## src/rtl/serial_slave_pkg.sv

```systemverilog
// Shared constants and types for the serial slave with EEPROM pass-through
package serial_slave_pkg;
    localparam int BYTE_W = 8;
    localparam int BIT_CNT_W = 3;
    localparam int DEV_NUM_W = 2;
    localparam int READ_ADDR_W = 6;
    localparam int WRITE_ADDR_W = 8;
    localparam int CMD_DEV_LSB = 4;
    localparam int CMD_DEV_MSB = 5;
    localparam logic [1:0] CMD_TOP_ZERO = 2'h0;
    localparam logic [3:0] OP_READ = 4'h3;
    localparam logic [3:0] OP_WRITE = 4'h2;
    localparam logic [3:0] OP_STATUS = 4'h5;
    localparam logic [3:0] OP_PASS_ENTER = 4'h6;
    localparam logic [3:0] OP_PASS_EXIT = 4'h4;
    localparam logic [7:0] LOW_HOLE_LAST = 8'h03;
    localparam logic [7:0] TOP_HOLE_FIRST = 8'h38;
    localparam logic [7:0] TOP_HOLE_LAST = 8'h3F;
    localparam logic [7:0] ZERO_BYTE = 8'h00;
    localparam logic [7:0] STATUS_SELF = 8'h70;
    localparam logic [2:0] BIT_LAST = 3'h7;
    localparam logic [2:0] BIT_FIRST = 3'h0;

    typedef enum logic [2:0] {
        PH_CMD, PH_RADDR, PH_RDATA, PH_WADDR, PH_WDATA, PH_STATUS, PH_IDLE
    } phase_t;

    // True for addresses that hold no register
    function automatic logic hole_addr(input logic [7:0] a);
        return (a <= LOW_HOLE_LAST) || ((a >= TOP_HOLE_FIRST) && (a <= TOP_HOLE_LAST));
    endfunction
endpackage

```

## src/rtl/serial_byte_if.sv

```systemverilog
// Byte events and transmit loads between shifter and controller
`timescale 1ns/1ps
interface serial_byte_if;
    logic frame_start;
    logic frame_end;
    logic byte_valid;
    logic [7:0] byte_data;
    logic byte_load;
    logic [7:0] load_data;
    logic sck_fall;
    logic frame_active;

    modport shifter (
        output frame_start, frame_end, byte_valid, byte_data, sck_fall, frame_active,
        input byte_load, load_data
    );
    modport ctrl (
        input frame_start, frame_end, byte_valid, byte_data, sck_fall, frame_active,
        output byte_load, load_data
    );
endinterface

```

## src/rtl/serial_shifter.sv

```systemverilog
// Pin synchroniser and bit shifter for the serial link
`timescale 1ns/1ps
module serial_shifter
    import serial_slave_pkg::*;
(
    input wire logic clock_i,
    input wire logic reset_i,
    input wire logic sel_n_i,
    input wire logic sck_i,
    input wire logic sdi_i,
    output logic sdo_o,
    serial_byte_if.shifter bus
);
    logic [1:0] sel_sync_reg;
    logic [1:0] sck_sync_reg;
    logic [1:0] sdi_sync_reg;
    logic sel_d_reg;
    logic sck_d_reg;
    logic [BIT_CNT_W-1:0] bit_cnt_reg;
    logic [BYTE_W-1:0] rx_reg;
    logic [BYTE_W-1:0] tx_reg;
    logic rise;
    logic active;

    // ---------------------------------------------
    // Two-stage input synchronisers
    // ---------------------------------------------
    always_ff @(posedge clock_i or posedge reset_i) begin
        if (reset_i) begin
            sel_sync_reg <= 2'h3;
            sck_sync_reg <= 2'h3;
            sdi_sync_reg <= 2'h0;
            sel_d_reg <= 1'b1;
            sck_d_reg <= 1'b1;
        end else begin
            sel_sync_reg <= {sel_sync_reg[0], sel_n_i};
            sck_sync_reg <= {sck_sync_reg[0], sck_i};
            sdi_sync_reg <= {sdi_sync_reg[0], sdi_i};
            sel_d_reg <= sel_sync_reg[1];
            sck_d_reg <= sck_sync_reg[1];
        end
    end

    assign active = ~sel_sync_reg[1];
    assign rise = active && sck_sync_reg[1] && !sck_d_reg;
    assign bus.frame_active = active;
    assign bus.frame_start = sel_d_reg && !sel_sync_reg[1];
    assign bus.frame_end = !sel_d_reg && sel_sync_reg[1];
    assign bus.sck_fall = active && !sck_sync_reg[1] && sck_d_reg;

    // ---------------------------------------------
    // Receive on rising clock edges
    // ---------------------------------------------
    always_ff @(posedge clock_i or posedge reset_i) begin
        if (reset_i) begin
            bit_cnt_reg <= BIT_FIRST;
            rx_reg <= ZERO_BYTE;
            bus.byte_valid <= 1'b0;
            bus.byte_data <= ZERO_BYTE;
        end else begin
            bus.byte_valid <= 1'b0;
            if (!active) begin
                bit_cnt_reg <= BIT_FIRST;
            end else if (rise) begin
                rx_reg <= {rx_reg[BYTE_W-2:0], sdi_sync_reg[1]};
                bit_cnt_reg <= bit_cnt_reg + 3'h1;
                if (bit_cnt_reg == BIT_LAST) begin
                    bus.byte_valid <= 1'b1;
                    bus.byte_data <= {rx_reg[BYTE_W-2:0], sdi_sync_reg[1]};
                end
            end
        end
    end

    // ---------------------------------------------
    // Transmit on falling clock edges, MSB first
    // ---------------------------------------------
    always_ff @(posedge clock_i or posedge reset_i) begin
        if (reset_i) begin
            tx_reg <= ZERO_BYTE;
            sdo_o <= 1'b0;
        end else if (!active) begin
            sdo_o <= 1'b0;
        end else if (bus.sck_fall) begin
            if (bus.byte_load) begin
                sdo_o <= bus.load_data[BYTE_W-1];
                tx_reg <= {bus.load_data[BYTE_W-2:0], 1'b0};
            end else begin
                sdo_o <= tx_reg[BYTE_W-1];
                tx_reg <= {tx_reg[BYTE_W-2:0], 1'b0};
            end
        end
    end
endmodule

```

## src/rtl/serial_slave_eeprom_passthrough.sv

```systemverilog
// Serial slave front end with burst register access and EEPROM pass-through
`timescale 1ns/1ps
module serial_slave_eeprom_passthrough
    import serial_slave_pkg::*;
(
    input wire logic clock_i,
    input wire logic reset_i,
    input wire logic standalone_i,
    input wire logic device_number_pin_low_i,
    input wire logic device_number_pin_high_i,
    input wire logic sel_n_i,
    input wire logic sck_i,
    input wire logic sdi_pin_i,
    output logic sdi_pin_o,
    output logic sdi_pin_oe_n_o,
    input wire logic sdo_pin_i,
    output logic sdo_pin_o,
    output logic sdo_pin_oe_n_o,
    output logic eeprom_select_out_o,
    input wire logic [7:0] reg_rdata_i,
    output logic [5:0] reg_raddr_o,
    output logic reg_we_o,
    output logic [7:0] reg_waddr_o,
    output logic [7:0] reg_wdata_o
);
    serial_byte_if bus();

    logic [1:0] mode_sync_reg;
    logic [1:0] dev_lo_sync_reg;
    logic [1:0] dev_hi_sync_reg;
    logic standalone;
    logic data_in;
    logic shift_out;
    phase_t phase_reg;
    phase_t phase_next;
    logic pass_reg;
    logic pass_fwd_reg;
    logic [READ_ADDR_W-1:0] raddr_reg;
    logic [WRITE_ADDR_W-1:0] waddr_reg;
    logic [BYTE_W-1:0] cmd;
    logic addressed;
    logic drive_out;
    logic load_pending_reg;
    logic [BYTE_W-1:0] load_byte_reg;

    // ---------------------------------------------
    // Strap synchronisers
    // ---------------------------------------------
    always_ff @(posedge clock_i or posedge reset_i) begin
        if (reset_i) begin
            mode_sync_reg <= 2'h0;
            dev_lo_sync_reg <= 2'h0;
            dev_hi_sync_reg <= 2'h0;
        end else begin
            mode_sync_reg <= {mode_sync_reg[0], standalone_i};
            dev_lo_sync_reg <= {dev_lo_sync_reg[0], device_number_pin_low_i};
            dev_hi_sync_reg <= {dev_hi_sync_reg[0], device_number_pin_high_i};
        end
    end
    assign standalone = mode_sync_reg[1];

    // Stand-alone swaps which pin carries incoming and outgoing data
    assign data_in = standalone ? sdo_pin_i : sdi_pin_i;

    serial_shifter u_shifter (
        .clock_i(clock_i),
        .reset_i(reset_i),
        .sel_n_i(sel_n_i),
        .sck_i(sck_i),
        .sdi_i(data_in),
        .sdo_o(shift_out),
        .bus(bus.shifter)
    );

    // ---------------------------------------------
    // Command decode
    // ---------------------------------------------
    assign cmd = bus.byte_data;

    // Command byte is ours: top bits clear and device number matched
    function automatic logic cmd_accepted(input logic [BYTE_W-1:0] c, input logic match);
        return match && (c[7:6] == CMD_TOP_ZERO);
    endfunction

    // Pins only steer addressing in CPU connection mode
    always_comb begin
        addressed = 1'b1;
        if (!standalone) begin
            addressed = (cmd[CMD_DEV_MSB:CMD_DEV_LSB] ==
                         {dev_hi_sync_reg[1], dev_lo_sync_reg[1]});
        end
    end

    always_comb begin
        phase_next = phase_reg;
        if (bus.frame_start) begin
            phase_next = PH_CMD;
        end else if (bus.byte_valid) begin
            case (phase_reg)
                PH_CMD: begin
                    phase_next = PH_IDLE;
                    // Pass-through hides every command but pass-exit from this device
                    if (!pass_reg && cmd_accepted(cmd, addressed)) begin
                        case (cmd[3:0])
                            OP_READ: phase_next = PH_RADDR;
                            OP_WRITE: phase_next = PH_WADDR;
                            OP_STATUS: phase_next = PH_STATUS;
                            default: phase_next = PH_IDLE;
                        endcase
                    end
                end
                PH_RADDR: phase_next = PH_RDATA;
                PH_WADDR: phase_next = PH_WDATA;
                PH_STATUS: phase_next = PH_IDLE;
                default: phase_next = phase_reg;
            endcase
        end
    end

    always_ff @(posedge clock_i or posedge reset_i) begin
        if (reset_i) begin
            phase_reg <= PH_IDLE;
        end else if (bus.frame_end) begin
            phase_reg <= PH_IDLE;
        end else begin
            phase_reg <= phase_next;
        end
    end

    // ---------------------------------------------
    // Pass-through mode
    // ---------------------------------------------
    always_ff @(posedge clock_i or posedge reset_i) begin
        if (reset_i) begin
            pass_reg <= 1'b0;
        end else if (bus.byte_valid && phase_reg == PH_CMD && cmd_accepted(cmd, addressed)) begin
            if (!pass_reg && cmd[3:0] == OP_PASS_ENTER) begin
                pass_reg <= 1'b1;
            end else if (pass_reg && cmd[3:0] == OP_PASS_EXIT) begin
                pass_reg <= 1'b0;
            end
        end
    end

    // Forwarding starts with the next frame so the entry frame stays private
    always_ff @(posedge clock_i or posedge reset_i) begin
        if (reset_i) begin
            pass_fwd_reg <= 1'b0;
        end else if (!pass_reg) begin
            pass_fwd_reg <= 1'b0;
        end else if (!bus.frame_active) begin
            pass_fwd_reg <= 1'b1;
        end
    end

    always_ff @(posedge clock_i or posedge reset_i) begin
        if (reset_i) begin
            eeprom_select_out_o <= 1'b1;
        end else if (pass_fwd_reg && pass_reg) begin
            eeprom_select_out_o <= !bus.frame_active;
        end else begin
            eeprom_select_out_o <= 1'b1;
        end
    end

    // ---------------------------------------------
    // Read address and transmit load
    // ---------------------------------------------
    assign reg_raddr_o = raddr_reg;

    always_ff @(posedge clock_i or posedge reset_i) begin
        if (reset_i) begin
            raddr_reg <= '0;
            load_pending_reg <= 1'b0;
            load_byte_reg <= ZERO_BYTE;
        end else begin
            // A burst cut by select must not leak its byte into the next frame
            if (!bus.frame_active) begin
                load_pending_reg <= 1'b0;
            end else if (bus.sck_fall && load_pending_reg) begin
                load_pending_reg <= 1'b0;
            end
            if (bus.byte_valid && phase_next == PH_STATUS) begin
                load_pending_reg <= 1'b1;
                load_byte_reg <= STATUS_SELF;
            end else if (bus.byte_valid && phase_next == PH_RDATA) begin
                if (phase_reg == PH_RADDR) begin
                    raddr_reg <= cmd[READ_ADDR_W-1:0];
                end else begin
                    raddr_reg <= raddr_reg + 6'h01;
                end
                load_pending_reg <= 1'b1;
            end
            if (phase_reg == PH_RDATA && load_pending_reg) begin
                // Upper address bits never reach the map, so only the low range matters
                load_byte_reg <= hole_addr({2'h0, raddr_reg}) ? ZERO_BYTE
                                                               : reg_rdata_i;
            end
        end
    end

    assign bus.byte_load = load_pending_reg;
    assign bus.load_data = load_byte_reg;

    // ---------------------------------------------
    // Write address and strobes
    // ---------------------------------------------
    always_ff @(posedge clock_i or posedge reset_i) begin
        if (reset_i) begin
            waddr_reg <= '0;
            reg_we_o <= 1'b0;
            reg_waddr_o <= ZERO_BYTE;
            reg_wdata_o <= ZERO_BYTE;
        end else begin
            reg_we_o <= 1'b0;
            if (bus.byte_valid && phase_reg == PH_WADDR) begin
                waddr_reg <= cmd;
            end else if (bus.byte_valid && phase_reg == PH_WDATA) begin
                waddr_reg <= waddr_reg + 8'h01;
                reg_we_o <= !hole_addr(waddr_reg);
                reg_waddr_o <= waddr_reg;
                reg_wdata_o <= cmd;
            end
        end
    end

    // ---------------------------------------------
    // Data pin drive
    // ---------------------------------------------
    assign drive_out = bus.frame_active && !pass_reg
                       && (phase_reg == PH_RDATA || phase_reg == PH_STATUS
                           || (phase_reg == PH_IDLE && load_pending_reg));

    always_comb begin
        sdo_pin_o = 1'b0;
        sdo_pin_oe_n_o = 1'b1;
        sdi_pin_o = 1'b0;
        sdi_pin_oe_n_o = 1'b1;
        if (standalone) begin
            sdi_pin_o = shift_out;
            sdi_pin_oe_n_o = !drive_out;
        end else begin
            sdo_pin_o = shift_out;
            sdo_pin_oe_n_o = !drive_out;
        end
    end
endmodule

```

## config.mk

```make
export PLATFORM = sky130hd
export DESIGN_NAME = serial_slave_eeprom_passthrough
export DESIGN_NICKNAME = d
export VERILOG_FILES = /design/src/rtl/serial_slave_pkg.sv /design/src/rtl/serial_byte_if.sv /design/src/rtl/serial_shifter.sv /design/src/rtl/serial_slave_eeprom_passthrough.sv
export SDC_FILE = /design/constraint.sdc
export NUM_CORES = 1
export LEC_CHECK = 0
export ABC_CLOCK_PERIOD_IN_PS = 8100
export BUFFER_PORTS_ARGS = -buffer_cell sky130_fd_sc_hd__buf_2
export CORE_MARGIN = 5
export CORE_UTILIZATION = 60
export CTS_CLUSTER_SIZE = 30
export DETAILED_ROUTE_END_ITERATION = 16
export GPL_TIMING_DRIVEN = 0
export HOLD_SLACK_MARGIN = 0.08
export PLACE_DENSITY = 0.82
export SLEW_MARGIN = 20
export SYNTH_ARGS = -nofsm -noshare
export SYNTH_HDL_FRONTEND = slang
export SYNTH_SLANG_ARGS = --single-unit
```

## constraint.sdc

```tcl
create_clock -name clock_i -period 8.1 [get_ports clock_i]
set_input_delay 2.43 -clock clock_i [delete_from_list [all_inputs] [get_ports clock_i]]
set_output_delay 2.43 -clock clock_i [all_outputs]
set_load 0.03 [all_outputs]
```

After elaboration in Yosys (flattened, before gate mapping) --
Cells that the tools add are included.
Storage, ports and cells: output and inout port bits 28, input port bits 17, bits in registers 88
Cells by class: bitwise operators 3, muxes and demuxes 38, reductions and logical operators 48, $lt $le $gt $ge 5, eq/ne operators 16, add/subtract/negate cells 3
Operator list (number):
- 8-bit two-way mux | 6
- 1-bit logical AND | 23
- 1-bit two-way mux | 23
- 3-bit two-way mux | 6
- 3-bit == test (second input constant) | 5
- 4-bit by 3-bit == test with 1-bit output (second input constant) | 3
- 3-bit one-hot mux with 4 select lines | 1
- 2-bit AND reduction | 5
- 2-bit nonzero test | 5
- 3-bit by 2-bit == test with 1-bit output (second input constant) | 3
- 3-bit one-hot mux with 3 select lines | 1
- 8-bit by 1-bit adder with 8-bit output (second input constant) | 1
- 4-bit by 2-bit == test with 1-bit output (second input constant) | 2
- 8-bit by 6-bit >= comparator with 1-bit output (second input constant) | 1
- 8-bit by 2-bit <= comparator with 1-bit output (second input constant) | 1
- 8-bit by 6-bit <= comparator with 1-bit output (second input constant) | 1
- 1-bit zero test | 7
- 6-bit by 1-bit adder with 6-bit output (second input constant) | 1
- 6-bit >= comparator (second input constant) | 1
- 6-bit by 2-bit <= comparator with 1-bit output (second input constant) | 1
- 6-bit two-way mux | 1
- 1-bit logical OR | 4
- 4-bit nonzero test | 1
- 3-bit by 1-bit adder with 3-bit output (second input constant) | 1
- 7 further kinds | 9

Logic depth before layout (Yosys ltp) --
word-level depth 12, mapped depth 7, gate-level depth less buffers 6

Hierarchy --
Synthesis repeated with hierarchy kept, for this count alone.
Unflattened totals: cell total of the unflattened synthesis 378, area total of the unflattened synthesis 4031.4 um^2
By module, submodules not included:
- serial_slave_eeprom_passthrough | cells an instance 283, area each 2627.5 um^2, times used 1
- serial_shifter | cells an instance 95, area each 1403.8 um^2, times used 1

Worst setup path after synthesis --
Ideal clock, no wire load.
path type register to output, from reg phase_reg[2], to out sdo_pin_oe_n_o, required time 5.670 ns, buffers on the path 1, data arrival time 1.372 ns, cell stages (with the launch flop) 5, path slack 4.298 ns, path through dfstp_2 -> clkbuf_1 -> nand3b_1 -> a211oi_1 -> nand2b_1
On the way: longest elaborated chain between the ends 6
RTL lines:
- start, declared | RTL line serial_slave_eeprom_passthrough.sv:34 | phase_t phase_reg;
- start signal, assigned | RTL line serial_slave_eeprom_passthrough.sv:126 | phase_reg <= phase_next;
- 3-bit by 2-bit == test with 1-bit output, or another cell as far along | RTL line serial_slave_eeprom_passthrough.sv:231 | && (phase_reg == PH_RDATA || phase_reg == PH_STATUS
- 1-bit logical OR / 1-bit logical AND (equally long branches) | RTL line serial_slave_eeprom_passthrough.sv:231, serial_slave_eeprom_passthrough.sv:232
- 1-bit logical OR (*) | RTL line serial_slave_eeprom_passthrough.sv:232 | || (phase_reg == PH_IDLE && load_pending_reg));
- 1-bit logical AND (*) | RTL line serial_slave_eeprom_passthrough.sv:231
- 1-bit zero test (*) | RTL line serial_slave_eeprom_passthrough.sv:244 | sdo_pin_oe_n_o = !drive_out;
- 1-bit two-way mux (*) | RTL line serial_slave_eeprom_passthrough.sv:239 | if (standalone) begin
- end, declared | RTL line serial_slave_eeprom_passthrough.sv:18 | output logic sdo_pin_oe_n_o,
Mark *: on every way between the ends. The rest lies on a longest branch, timed or not.

Worst setup path in the final report --
from reg load_pending_reg (netlist: bus.byte_load), to out sdo_pin_oe_n_o
On the way: longest elaborated chain between the ends 5
RTL lines:
- start, declared | RTL line serial_slave_eeprom_passthrough.sv:43 | logic load_pending_reg;
- start signal, assigned | RTL line serial_slave_eeprom_passthrough.sv:174 | load_pending_reg <= 1'b0;
- start signal, assigned | RTL line serial_slave_eeprom_passthrough.sv:179 | load_pending_reg <= 1'b0;
- start signal, assigned | RTL line serial_slave_eeprom_passthrough.sv:181 | load_pending_reg <= 1'b0;
- 1-bit logical AND | RTL line serial_slave_eeprom_passthrough.sv:232
- 1-bit logical OR | RTL line serial_slave_eeprom_passthrough.sv:232
- 1-bit logical AND | RTL line serial_slave_eeprom_passthrough.sv:231
- 1-bit zero test | RTL line serial_slave_eeprom_passthrough.sv:244
- 1-bit two-way mux | RTL line serial_slave_eeprom_passthrough.sv:239
Every way passes these cells.

==> flow_summary.ini <==
[status]
status = completed

[critical_path]
worstPathRequired_ns = 5.67
cpPeakStageDelay_ns = 0.50
crit_chain = clkbuf_1 -> o21ai_0 -> a211oi_1 -> nand2b_1 -> buf_2
worstSetupStartpointType = flop
cp_data_arrival_time_ns = 2.01
crit_path_top_delay_cell = clkbuf_1
worstPathMaxFanout = 10
end_kind = output pin
crit_type = flop to output pin

[sta]
maxSlewHeadroom = 0.284
fmaxAchievable_mhz = 225
hold_viol_final = 0
grt_setup_unrepaired = no
worstMarginPinSlew_ns = 1.06
period_needed_ns = 4.44
layout_setup_ws_ns = 3.66
final.setup_skew_ns = 0.0172
tns_ns = 0
setup_violations = 0
fin_crit_sh = 0.548
slew_viol_final = 0

[worst_hold_path]
min_path_type = flop to flop

[cts]
postCtsSetupBuffers = 0
hold_buffers = 0
cts.reportedPaths.clkPinSlew_ns = 0.09
cts-buffers-inserted = 9
cts_root_buffer = clkbuf_8
cts_resized = 0
h-tree-depth = 3
max-clock-path-buffers = 2
cts_tree = built
clock_sinks = 87
clock_latency_ns = 0.35

[die]
fp.dieArea_um2 = 8160
ioPinCount = 45
row_count = 29
die_y_um = 90.4
start_util = 0.614
core_area_um2 = 6310
die_w_um = 90.4

[logic_synthesis]
syn_inst = 363
synth_top_area_frac = 0.504
synth_edf_count = 0
ys_seq_area_frac = 0.565
synth_top_area_cell = dfrtp_1
yosys-top-cells-area = dfrtp_1 (50%), nand2_1 (6.3%), dfstp_2 (6.1%), mux2_2 (4.9%), mux2i_1 (3.1%)
avgSynthCellArea_um2 = 10.7
async_flop_share = 1.00
synth_top_flop_cell = dfrtp_1
netlist_area_um2 = 3870
ys_warn_count = 0
syn_nets = 386
ys_ff_latch = 87
synth.distinct_cells = 50

[detailed_routing]
avgViaCountPerCell = 5.76
firstDrtPassIters = 4
ant_nets = 0
remaining_drc_errors = 0
wl_per_cell_um = 16.0
routed_wl_um = 8000
num_vias = 2884
drtIter0Drc = 177

[placement]
place_inst = 485
post-dp-hpwl_um = 5500
port_buffers = 44
gp_congestion = 0.886
place_ws_ns = 4.06

[finish]
stdcell_count = 501
nets = 442
drive_gt1_frac = 0.222
fin_util = 0.701
area.growth.synth_to_final_pct = 14.3
antenna_cells = 0

[global_routing]
grt_max_degree = 56
antenna_found_initial = 0
grt_pass1_wl_um = 13400
grt_pass1_vias = 2785
grt_util_all_layers = 0.200
grt-ovfl-total = 0

[power_and_ir_drop]
p_total_mw = 0.862
ir_drop_uv = 153
power_leakage_nw = 2.12
p_per_area_nw_per_um2 = 195

[run]
maxCapViolCount = 0
[metal layers]
layer  GRT usage  vias up  wire, µm
li1            -     1386         -
met1       0.269     1403      3570
met2       0.312       80      3870
met3      0.0592       15       411
met4      0.0658        0       143
met5           0        -         0
[final timing paths]
kind / startpoint / endpoint / slack [ns] / depth (start not counted)
setup / recovery: bus.byte_load / sdo_pin_oe_n_o / 3.66 / 5
hold / removal: mode_sync_reg[0] / mode_sync_reg[1] / 0.35 / 0
setup reg to reg: u_shifter.bus.byte_data[3] / reg_raddr_o[0] / 5.24 / 4
hold reg to reg: mode_sync_reg[0] / mode_sync_reg[1] / 0.35 / 0
max in group asynchronous: reset_i / u_shifter.bit_cnt_reg[2] / 5.41 / 3
min in group asynchronous: reset_i / bus.load_data[5] / 2.08 / 2
[cell usage after synthesis, drive strengths merged (2+ instances only)]
library cell / instances
ha: 6
a211oi: 4
or4: 2
inv: 14
dfstp: 9
a31oi: 4
nor4: 2
nand2b: 6
nand3b: 3
clkbuf: 15
o311ai: 7
and3: 3
dfrtp: 78
o211ai: 3
nand3: 9
nor3: 5
a21oi: 13
xnor2: 5
a41oi: 2
nor3b: 2
o2bb2ai: 4
nand2: 65
nor2: 25
o21ai: 16
mux2: 17
and2: 2
nor2b: 4
mux2i: 12
or2: 2
a32o: 5
nand4: 4
[final cells by class]
class	count	area [µm²]
Multi-Input combinational cell	246	1570
Inverter	14	55.1
Clock inverter	5	75.1
Clock buffer	11	131
Fill cell	501	1890
Sequential cell	87	2190
Buffer	16	61.3
Timing Repair Buffer	45	248
Tap cell	77	96.3
[worst max-delay path: cells and delay by family (launching register included)]
kind | cells | cell delay (ns)
flops | 1 | 0.35
simple gates | 1 | 0.09
compound gates | 2 | 0.53
buf+inv | 2 | 0.69
[where the power goes]
group          internal, mW  switching (mW)  leakage (nW)
Sequential            0.463          0.0189          1.12
Combinational        0.0290          0.0335         0.895
Clock                 0.173           0.145         0.107
[cells by family (layout without fill, tap and decap cells)]
logic type | after synthesis | after routing | synth area share
AOI/OAI and AO/OA | 67 | 67 | 0.123
xor gates and xnor gates | 6 | 6 | 0.0136
adders and majority gates | 7 | 7 | 0.0220
buffers and inverters | 30 | 91 | 0.0294
DFF | 87 | 87 | 0.565
muxes | 29 | 29 | 0.0804
and+or+nand+nor | 137 | 137 | 0.167
[placed cells by master (no fill, tap or decap), types with 3 or more instances in the layout]
cell        n
o211ai_1    3
clkinv_2    3
ha_1        6
and3_1      3
o2bb2ai_1   4
mux2i_1    12
a211oi_1    4
a21oi_1    13
dfrtp_1    78
nand3b_1    3
nor2b_1     4
nand2_1    65
clkbuf_1   17
a32o_1      5
nand4_1     4
nand3_1     9
clkbuf_8    9
nand2b_1    6
mux2_2     17
dfstp_2     9
nor2_1     25
a31oi_1     3
inv_1      13
o311ai_0    6
xnor2_1     5
buf_2      45
nor3_1      5
o21ai_0    16
[per-stage QoR]
| stage | area [µm²] | hold slack (ns) |
|---|---|---|
| 2_1_floorplan | 3870 | 0.331 |
| 3_3_place_gp | 4190 | 0.333 |
| 3_5_place_dp | 4220 | 0.337 |
| 4_1_cts | 4430 | 0.354 |
| 5_1_grt | 4430 | 0.363 |
| 6_report | 4430 | 0.350 |
Note: power is estimated with default switching activity, not from simulation.
